### config.mk
export PLATFORM = sky130hd
export DESIGN_NAME = isd_switch_ctrl
export DESIGN_NICKNAME = d
export VERILOG_FILES = /design/src/isd_pkg.sv /design/src/isd_uvlo_hyst.sv /design/src/isd_switch_ctrl.sv
export SDC_FILE = /design/constraint.sdc
export NUM_CORES = 1
export LEC_CHECK = 0
export ABC_AREA = 1
export ABC_CLOCK_PERIOD_IN_PS = 2200
export BUFFER_PORTS_ARGS = -buffer_cell sky130_fd_sc_hd__buf_4
export CAP_MARGIN = 20
export CORE_AREA = 10 10 72 86
export DETAILED_ROUTE_END_ITERATION = 8
export DIE_AREA = 0 0 82 96
export MAX_ROUTING_LAYER = met4
export PLACE_DENSITY_LB_ADDON = 0.15
export SLEW_MARGIN = 20
export SYNTH_ARGS = -nofsm -noshare
export SYNTH_HDL_FRONTEND = slang
export SYNTH_HIERARCHICAL = 1
export SYNTH_SLANG_ARGS = --single-unit
export TNS_END_PERCENT = 30
### constraint.sdc
create_clock -name clock -period 2.2 [get_ports clock]
set_clock_uncertainty 0.15 [all_clocks]
set_input_delay 0 -clock clock [delete_from_list [all_inputs] [get_ports clock]]
set_output_delay 0 -clock clock [all_outputs]
set_load 0.03 [all_outputs]
### src/isd_pkg.sv
// constants and types shared by the isolated switch driver control logic
package isd_pkg;

   // clock period of the control logic, in ns
   localparam int CLOCK_PERIOD_NS = 25;

   // one-shot gate pulse width, fixed inside the device
   localparam int ONE_SHOT_WIDTH_NS = 1000;

   // hold-over time before the driver is forced off after primary loss
   localparam int PRIMARY_LOSS_TIMEOUT_NS = 20000;

   // width of the shared down/up counters
   localparam int COUNT_WIDTH = 16;

   // reset value of the gate drive and of every status flag except keep-off, which resets to its inverse
   localparam logic DRIVE_RESET = 1'h0;

   // strap value that selects the one-shot variant
   localparam logic VARIANT_ONE_SHOT = 1'h1;

   // convert a time to whole cycles, rounded down, never below one
   function automatic int ns_to_cycles(input int ns);
      int cyc;
      cyc = ns / CLOCK_PERIOD_NS;
      if (cyc < 1) begin
         cyc = 1;
      end
      return cyc;
   endfunction

   // wiring mode picked at primary power-up
   typedef enum logic [1:0] {
      MODE_UNDECIDED,
      MODE_TWO_WIRE,
      MODE_THREE_WIRE
   } isd_mode_type;

   // one-shot pulse sequencer
   typedef enum logic [1:0] {
      SHOT_IDLE,
      SHOT_PULSE,
      SHOT_SPENT
   } isd_shot_type;

endpackage

### src/isd_uvlo_hyst.sv
// undervoltage lockout flag with separate rising and falling thresholds
`timescale 1ns/10ps

module isd_uvlo_hyst
   import isd_pkg::*;
(
   // clock and reset
   input  wire logic clock,
   input  wire logic arst_n,
   // comparator results, synchronous to clock
   input  wire logic above_rise,
   input  wire logic above_fall,
   // registered supply state
   output logic      powered_up
);

   logic up_ff;   // supply counted as powered up

   // set at the rising threshold, clear only below the falling one;
   // between the two the last state holds, which gives the hysteresis
   always_ff @(posedge clock or negedge arst_n) begin
      if (!arst_n) begin
         up_ff <= DRIVE_RESET;
      end else if (above_rise) begin
         up_ff <= 1'h1;
      end else if (!above_fall) begin
         up_ff <= 1'h0;
      end
   end

   assign powered_up = up_ff;

   // reaching the rising threshold powers the supply up next cycle
   AST_UVLO_RISE: assert property (@(posedge clock) disable iff (!arst_n)
      above_rise |=> up_ff)
      else $error("supply not up after rising threshold");

   // inside the hysteresis band the state must not change
   AST_UVLO_BAND: assert property (@(posedge clock) disable iff (!arst_n)
      (!above_rise && above_fall) |=> (up_ff == $past(up_ff)))
      else $error("supply state moved inside hysteresis band");

   // dropping below the falling threshold powers the supply down
   AST_UVLO_FALL: assert property (@(posedge clock) disable iff (!arst_n)
      (!above_rise && !above_fall) |=> !up_ff)
      else $error("supply still up below falling threshold");

endmodule

### src/isd_switch_ctrl.sv
// gate drive mode control of an isolated switch driver
`timescale 1ns/10ps

module isd_switch_ctrl
   import isd_pkg::*;
#(
   parameter int PULSE_CYCLES   = ns_to_cycles(ONE_SHOT_WIDTH_NS),
   parameter int TIMEOUT_CYCLES = ns_to_cycles(PRIMARY_LOSS_TIMEOUT_NS)
)
(
   // clock and reset
   input  wire logic clock,
   input  wire logic arst_n,
   // primary supply comparators
   input  wire logic primary_above_rise,
   input  wire logic primary_above_fall,
   // secondary high rail comparators
   input  wire logic secondary_above_rise,
   input  wire logic secondary_above_fall,
   // control and status inputs
   input  wire logic enable_in,
   input  wire logic over_temp,
   input  wire logic one_shot_variant,
   // gate drive and status outputs
   output logic      gate_drive_out,
   output logic      keep_off_active,
   output logic      power_transfer_en,
   output logic      two_wire_mode,
   output logic      three_wire_mode
);

   // refuse counts that the counters cannot hold
   if (PULSE_CYCLES < 1 || PULSE_CYCLES >= (1 << COUNT_WIDTH)) begin : g_chk_pulse
      $error("one-shot pulse count out of range");
   end
   if (TIMEOUT_CYCLES < 1 || TIMEOUT_CYCLES >= (1 << COUNT_WIDTH)) begin : g_chk_tmo
      $error("primary loss timeout count out of range");
   end

   localparam logic [COUNT_WIDTH-1:0] PULSE_LAST = COUNT_WIDTH'(PULSE_CYCLES - 1);
   localparam logic [COUNT_WIDTH-1:0] TMO_LAST   = COUNT_WIDTH'(TIMEOUT_CYCLES - 1);
   localparam logic [COUNT_WIDTH-1:0] CNT_ZERO   = '0;
   localparam logic [COUNT_WIDTH-1:0] CNT_ONE    = COUNT_WIDTH'(1);

   logic                   primary_up;      // primary supply powered up
   logic                   secondary_up;    // secondary high rail powered up
   logic                   variant_ff;      // strap: one-shot variant
   logic                   strap_taken_ff;  // strap captured once after reset
   logic                   enable_d_ff;     // enable one cycle ago, for edges
   isd_mode_type           mode_ff;         // wiring mode
   isd_mode_type           nxt_mode;
   isd_shot_type           shot_ff;         // one-shot sequencer
   isd_shot_type           nxt_shot;
   logic [COUNT_WIDTH-1:0] shot_cnt_ff;     // pulse cycles left
   logic [COUNT_WIDTH-1:0] nxt_shot_cnt;
   logic [COUNT_WIDTH-1:0] hold_cnt_ff;     // hold-over cycles spent
   logic                   timed_out_ff;    // hold-over expired
   logic                   gate_ff;         // registered gate drive
   logic                   nxt_gate;
   logic                   keep_off_ff;
   logic                   xfer_ff;
   logic                   two_ff;
   logic                   three_ff;
   logic                   run_ok;          // both supplies up, cool, mode known
   logic                   shot_mode;       // one-shot behaviour in effect
   logic                   enable_rise;

   // supply detectors, each with its own hysteresis
   isd_uvlo_hyst u_primary_uvlo (
      .clock      (clock),
      .arst_n     (arst_n),
      .above_rise (primary_above_rise),
      .above_fall (primary_above_fall),
      .powered_up (primary_up)
   );

   isd_uvlo_hyst u_secondary_uvlo (
      .clock      (clock),
      .arst_n     (arst_n),
      .above_rise (secondary_above_rise),
      .above_fall (secondary_above_fall),
      .powered_up (secondary_up)
   );

   // variant strap is caught by the clock after release, never by the reset
   always_ff @(posedge clock or negedge arst_n) begin
      if (!arst_n) begin
         variant_ff     <= DRIVE_RESET;
         strap_taken_ff <= DRIVE_RESET;
      end else if (!strap_taken_ff) begin
         variant_ff     <= (one_shot_variant == VARIANT_ONE_SHOT);
         strap_taken_ff <= 1'h1;
      end
   end

   // enable history for edge detection
   always_ff @(posedge clock or negedge arst_n) begin
      if (!arst_n) begin
         enable_d_ff <= DRIVE_RESET;
      end else begin
         enable_d_ff <= enable_in;
      end
   end

   // mode is chosen on the first cycle the primary counts as up and is
   // held until the primary powers down; in two-wire use enable is the
   // supply itself, so it is already high at that moment
   always_comb begin
      nxt_mode = mode_ff;
      if (!primary_up) begin
         nxt_mode = MODE_UNDECIDED;
      end else if (mode_ff == MODE_UNDECIDED) begin
         if (enable_in) begin
            nxt_mode = MODE_TWO_WIRE;
         end else begin
            nxt_mode = MODE_THREE_WIRE;
         end
      end
   end

   // mode register
   always_ff @(posedge clock or negedge arst_n) begin
      if (!arst_n) begin
         mode_ff <= MODE_UNDECIDED;
      end else begin
         mode_ff <= nxt_mode;
      end
   end

   assign run_ok      = primary_up && secondary_up && !over_temp &&
                        (mode_ff != MODE_UNDECIDED);
   assign shot_mode   = variant_ff && (mode_ff == MODE_THREE_WIRE);
   assign enable_rise = enable_in && !enable_d_ff;

   // one-shot sequencer: a rise starts a fixed-length pulse; after it the
   // sequencer waits for enable low, so holding enable high gives one pulse
   always_comb begin
      nxt_shot     = shot_ff;
      nxt_shot_cnt = shot_cnt_ff;
      if (!shot_mode) begin
         nxt_shot     = SHOT_IDLE;
         nxt_shot_cnt = CNT_ZERO;
      end else begin
         unique case (shot_ff)
            SHOT_IDLE: begin
               if (run_ok && enable_rise) begin
                  nxt_shot     = SHOT_PULSE;
                  nxt_shot_cnt = PULSE_LAST;
               end
            end
            SHOT_PULSE: begin
               // a fault cuts the pulse short; re-arming still needs enable low
               if (!run_ok || shot_cnt_ff == CNT_ZERO) begin
                  nxt_shot = SHOT_SPENT;
               end else begin
                  nxt_shot_cnt = shot_cnt_ff - CNT_ONE;
               end
            end
            SHOT_SPENT: begin
               if (!enable_in) begin
                  nxt_shot = SHOT_IDLE;
               end
            end
            default: begin
               nxt_shot = SHOT_IDLE;
            end
         endcase
      end
   end

   // sequencer registers
   always_ff @(posedge clock or negedge arst_n) begin
      if (!arst_n) begin
         shot_ff     <= SHOT_IDLE;
         shot_cnt_ff <= CNT_ZERO;
      end else begin
         shot_ff     <= nxt_shot;
         shot_cnt_ff <= nxt_shot_cnt;
      end
   end

   // hold-over timer: runs while the primary is down and the secondary
   // still holds charge; cleared as soon as the primary returns
   always_ff @(posedge clock or negedge arst_n) begin
      if (!arst_n) begin
         hold_cnt_ff  <= CNT_ZERO;
         timed_out_ff <= DRIVE_RESET;
      end else if (primary_up || !secondary_up) begin
         hold_cnt_ff  <= CNT_ZERO;
         timed_out_ff <= 1'h0;
      end else if (!timed_out_ff) begin
         if (hold_cnt_ff == TMO_LAST) begin
            timed_out_ff <= 1'h1;
         end else begin
            hold_cnt_ff <= hold_cnt_ff + CNT_ONE;
         end
      end
   end

   // gate level, highest priority first; during the hold-over the last
   // level is kept since the primary can no longer command a change
   always_comb begin
      if (!secondary_up) begin
         nxt_gate = 1'h0;
      end else if (!primary_up) begin
         nxt_gate = timed_out_ff ? 1'h0 : gate_ff;
      end else if (over_temp) begin
         nxt_gate = 1'h0;
      end else if (mode_ff == MODE_UNDECIDED) begin
         nxt_gate = 1'h0;
      end else if (shot_mode) begin
         nxt_gate = (nxt_shot == SHOT_PULSE);
      end else begin
         nxt_gate = enable_in;
      end
   end

   // output registers; keep-off is applied whenever the gate is held low
   always_ff @(posedge clock or negedge arst_n) begin
      if (!arst_n) begin
         gate_ff     <= DRIVE_RESET;
         keep_off_ff <= ~DRIVE_RESET;
         xfer_ff     <= DRIVE_RESET;
         two_ff      <= DRIVE_RESET;
         three_ff    <= DRIVE_RESET;
      end else begin
         gate_ff     <= nxt_gate;
         keep_off_ff <= !nxt_gate;
         xfer_ff     <= primary_up && !over_temp;
         two_ff      <= (nxt_mode == MODE_TWO_WIRE);
         three_ff    <= (nxt_mode == MODE_THREE_WIRE);
      end
   end

   assign gate_drive_out    = gate_ff;
   assign keep_off_active   = keep_off_ff;
   assign power_transfer_en = xfer_ff;
   assign two_wire_mode     = two_ff;
   assign three_wire_mode   = three_ff;

   // helper: standard enable path in charge this cycle
   logic                   std_ok;
   logic [COUNT_WIDTH-1:0] high_len_ff;   // length of the current one-shot high
   assign std_ok = run_ok && !shot_mode;

   // helper: count cycles the gate stays high under one-shot control
   always_ff @(posedge clock or negedge arst_n) begin
      if (!arst_n) begin
         high_len_ff <= CNT_ZERO;
      end else if (gate_ff && shot_mode && primary_up) begin
         high_len_ff <= high_len_ff + CNT_ONE;
      end else begin
         high_len_ff <= CNT_ZERO;
      end
   end

   // standard variant follows enable one cycle later, both levels
   AST_FOLLOW_HIGH: assert property (@(posedge clock) disable iff (!arst_n)
      (std_ok && enable_in) |=> gate_drive_out)
      else $error("gate did not follow enable high");

   AST_FOLLOW_LOW: assert property (@(posedge clock) disable iff (!arst_n)
      (std_ok && !enable_in) |=> !gate_drive_out)
      else $error("gate did not follow enable low");

   // a qualified rise gives a pulse that ends within the fixed width
   AST_SHOT_START: assert property (@(posedge clock) disable iff (!arst_n)
      (shot_mode && run_ok && shot_ff == SHOT_IDLE && enable_rise) |=> gate_drive_out)
      else $error("enable rise gave no pulse");

   AST_SHOT_WIDTH: assert property (@(posedge clock) disable iff (!arst_n)
      high_len_ff <= COUNT_WIDTH'(PULSE_CYCLES))
      else $error("one-shot pulse longer than fixed width");

   // no second pulse while enable stays high after the first
   AST_NO_REPULSE: assert property (@(posedge clock) disable iff (!arst_n)
      (shot_ff == SHOT_SPENT && enable_in) |=> (shot_ff != SHOT_PULSE))
      else $error("pulse re-issued without enable low");

   // two-wire mode never runs the one-shot sequencer
   AST_TWO_WIRE_STD: assert property (@(posedge clock) disable iff (!arst_n)
      (mode_ff == MODE_TWO_WIRE) |=> (shot_ff == SHOT_IDLE))
      else $error("one-shot active in two-wire mode");

   // secondary rail down: gate low with keep-off
   AST_SEC_DOWN: assert property (@(posedge clock) disable iff (!arst_n)
      !secondary_up |=> (!gate_drive_out && keep_off_active))
      else $error("gate not held off with secondary down");

   // hold-over expiry forces the gate low
   AST_TIMEOUT: assert property (@(posedge clock) disable iff (!arst_n)
      (!primary_up && secondary_up && hold_cnt_ff == TMO_LAST) |=> ##1 !gate_drive_out)
      else $error("gate not disabled after primary loss timeout");

   // once chosen the mode stays while the primary is up
   AST_MODE_HOLD: assert property (@(posedge clock) disable iff (!arst_n)
      (primary_up && mode_ff != MODE_UNDECIDED) |=> (mode_ff == $past(mode_ff)))
      else $error("mode changed without a primary power cycle");

   // over-temperature: no transfer and gate low
   AST_OVER_TEMP: assert property (@(posedge clock) disable iff (!arst_n)
      (over_temp && primary_up) |=> (!gate_drive_out && !power_transfer_en))
      else $error("over-temperature did not stop the driver");

endmodule

==> impl_metrics.ini <==
[status]
status = finished clean

[worst_setup_path]
crit_path_start_kind = register
crit_fanout = 11
crit_arrival_ps = 2070
cp-end-kind = register
critPathRequiredTime_ps = 2250
critical_path_class = reg -> reg

[global_route]
grt_usage = 0.161
grt_pass1_vias = 2220
antenna_found_initial = 0
grt_pass1_wl_microns = 9820
grt.overflow.total = 0
grt_start_max_net_pins = 48

[drt]
via_count = 2251
first_iter_violations = 98
dr.pass1.iters = 4
wl_per_cell_microns = 13.2
drc_errors = 0
routed_wl_microns = 5660
ant_nets = 0
routed_via_density = 5.25

[place]
pre_cts_ws_ps = 205
place_hpwl_microns = 4070
port_buffers = 13
dp_cells = 413
place_congestion = 0.931
place_area_sq_um = 2780

[synth]
ys_seq_area_frac = 0.454
syn_avg_cell_area_sq_um = 7.56
ys_ff_latch = 47
syn_area_sq_um = 2590
synthCells = 343
yosysWarnings = 6
synth_nets = 354
ys_types = 30

[sta]
finalWorstSetupSlack_ps = 182
setup_tns_ps = 0
rsz0062_at_grt = true
slew_viol_final = 0
finalHoldViolations = 0
worst_pin_slew_ps = 596
whs_ps = 82.3
period_needed_ps = 2020
setup_viol = 0
fmax_ghz = 0.496
period_share = 0.917
relSlewSlack = 0.602

[finish]
layout-drive-gt1-share = 0.127
nFillCells = 401
final_core_util = 0.651
postLayoutCellArea_sq_um = 2950
nets = 381
diodes = 0
synthToLayoutAreaGrowth_pct = 13.7
fin_cells = 429

[floorplanning]
die-width_microns = 82
fp.coreArea_sq_um = 4530
start_util = 0.573
fp.dieH_microns = 96
placementRows = 27
ios = 14
die_area_sq_um = 7870

[power_and_ir_drop]
power_leakage_nw = 1.45
max-vdd-ir-drop_mv = 0.361
p_per_area_nw_per_um2 = 600
p_total_mw = 1.77

[run]
cap_viol_max_count = 0

[cts]
clockRootBuffer = clkbuf_8
cts_buffers = 5
clockBufferDepth = 2
clkTransAtPathRegs_ps = 90
cts.sinks = 47
cts_resized = 0
htree_levels = 2
clk_latency_ps = 300
cts_tree = done

[hold_path]
hp-class = in -> async
==> synthesized netlist by cell type <==
master	count	area share
a21o_1	1	0.0029
a21oi_1	13	0.025
a41o_1	1	0.0039
buf_2	3	0.0058
buf_6	1	0.0043
clkbuf_1	1	0.0014
conb_1	1	0.0014
dfrtp_1	46	0.44
dfstp_2	1	0.010
ha_1	2	0.0096
inv_1	36	0.052
inv_2	5	0.0072
mux2_2	1	0.0043
nand2_1	78	0.11
nand2_2	1	0.0024
nand3_1	28	0.054
nand3_2	2	0.0077
nand3b_1	2	0.0058
nand4_1	15	0.036
nor2_1	56	0.081
nor2_2	4	0.0096
nor2_4	1	0.0043
nor2_8	1	0.0077
nor3_1	12	0.023
o21ai_0	4	0.0077
o21ai_1	9	0.017
o21ai_2	6	0.020
o22ai_1	2	0.0048
or2_0	1	0.0024
xor2_1	9	0.030
==> report_power, final <==
group	total, mW	internal (mW)	leakage (nW)	switching [mW]
sequential	0.928	0.899	0.629	0.0286
clock	0.534	0.227	0.0408	0.306
combinational	0.309	0.116	0.776	0.193
total	1.77	1.24	1.45	0.528
==> flip-flops by register name, summed over array words and instances (netlist names) <==
| register | count |
|---|---|
| hold_cnt_ff | 16 |
| shot_cnt_ff | 16 |
| mode_ff | 2 |
| shot_ff | 2 |
| enable_d_ff | 1 |
| gate_drive_out | 1 |
| keep_off_active | 1 |
| power_transfer_en | 1 |
| strap_taken_ff | 1 |
| three_wire_mode | 1 |
| timed_out_ff | 1 |
| two_wire_mode | 1 |
| u_primary_uvlo/powered_up | 1 |
| u_secondary_uvlo/powered_up | 1 |
| variant_ff | 1 |
==> critical path, cell delays in order, from the launching register on <==
cell and delay (ps):
dfrtp_1 460, ha_1 250, nand2_1 100, nor2_2 120, nand4_1 100, nor2_2 210, nor2_4 100, buf_4 190
a21o_1 160, nand2_1 50, inv_1 40
==> timing repair <==
item,in CTS,in global routing
endpoints found under the setup margin,0,1
setup buffers,0,0
hold buffers,8,0
endpoints found under the hold margin,59,0
==> cells in the final DEF (no fill, tap or decap), drive strengths merged <==
cell type	netlist	layout
a21o	1	1
a21oi	13	13
a41o	1	1
buf	4	17
clkbuf	1	5
clkinvlp	0	2
conb	1	1
dfrtp	46	46
dfstp	1	1
dlygate4sd3	0	8
ha	2	2
inv	41	42
mux2	1	1
nand2	79	79
nand3	30	30
nand3b	2	2
nand4	15	15
nor2	62	62
nor3	12	12
o21ai	19	19
o22ai	2	2
or2	1	1
xor2	9	9
==> layer usage <==
layer  vias to the layer above  GRT usage  wire length, microns
met5                         -          -                     0
met4                         0     0.0696                   130
met3                        12     0.0308                   150
met2                        37      0.283                  2990
met1                      1032      0.169                  2390
li1                       1170          -                     -
==> layout make-up <==
cell class	instances	area, sq um	area share
clock buffers	5	68.8	0.0233
repair buffers	25	220	0.0747
multi-input cells	250	1230	0.418
well taps	58	72.6	0.0246
inverters	41	154	0.0522
clock inverters	3	23.8	0.00806
flip-flops and latches	47	1180	0.399
==> cell families after synthesis <==
family,synth area share
adders and majority gates,0.00965
AOI/OAI and AO/OA,0.0820
other,0.00145
buffers and inverters,0.0709
xor gates and xnor gates,0.0304
muxes,0.00434
and+or+nand+nor,0.347
DFF,0.454
==> final timing paths <==
check | startpoint | endpoint | slack, ps | cells past startpoint
worst min register to register | u_secondary_uvlo/powered_up$_DFFE_PN0P_ | keep_off_active$_DFF_PN1_ | 310 | 1
worst max register to register | hold_cnt_ff[0]$_DFFE_PN0P_ | hold_cnt_ff[11]$_DFFE_PN0P_ | 180 | 10
min in group clock | enable_in | enable_d_ff$_DFF_PN0_ | 230 | 2
max in group asynchronous | arst_n | shot_cnt_ff[15]$_DFFE_PN0P_ | 1410 | 2
worst min-delay path | arst_n | shot_ff[1]$_DFF_PN0_ | 80 | 2
worst max-delay path | hold_cnt_ff[0]$_DFFE_PN0P_ | hold_cnt_ff[11]$_DFFE_PN0P_ | 180 | 10
Note: power is estimated with default switching activity, not from simulation.
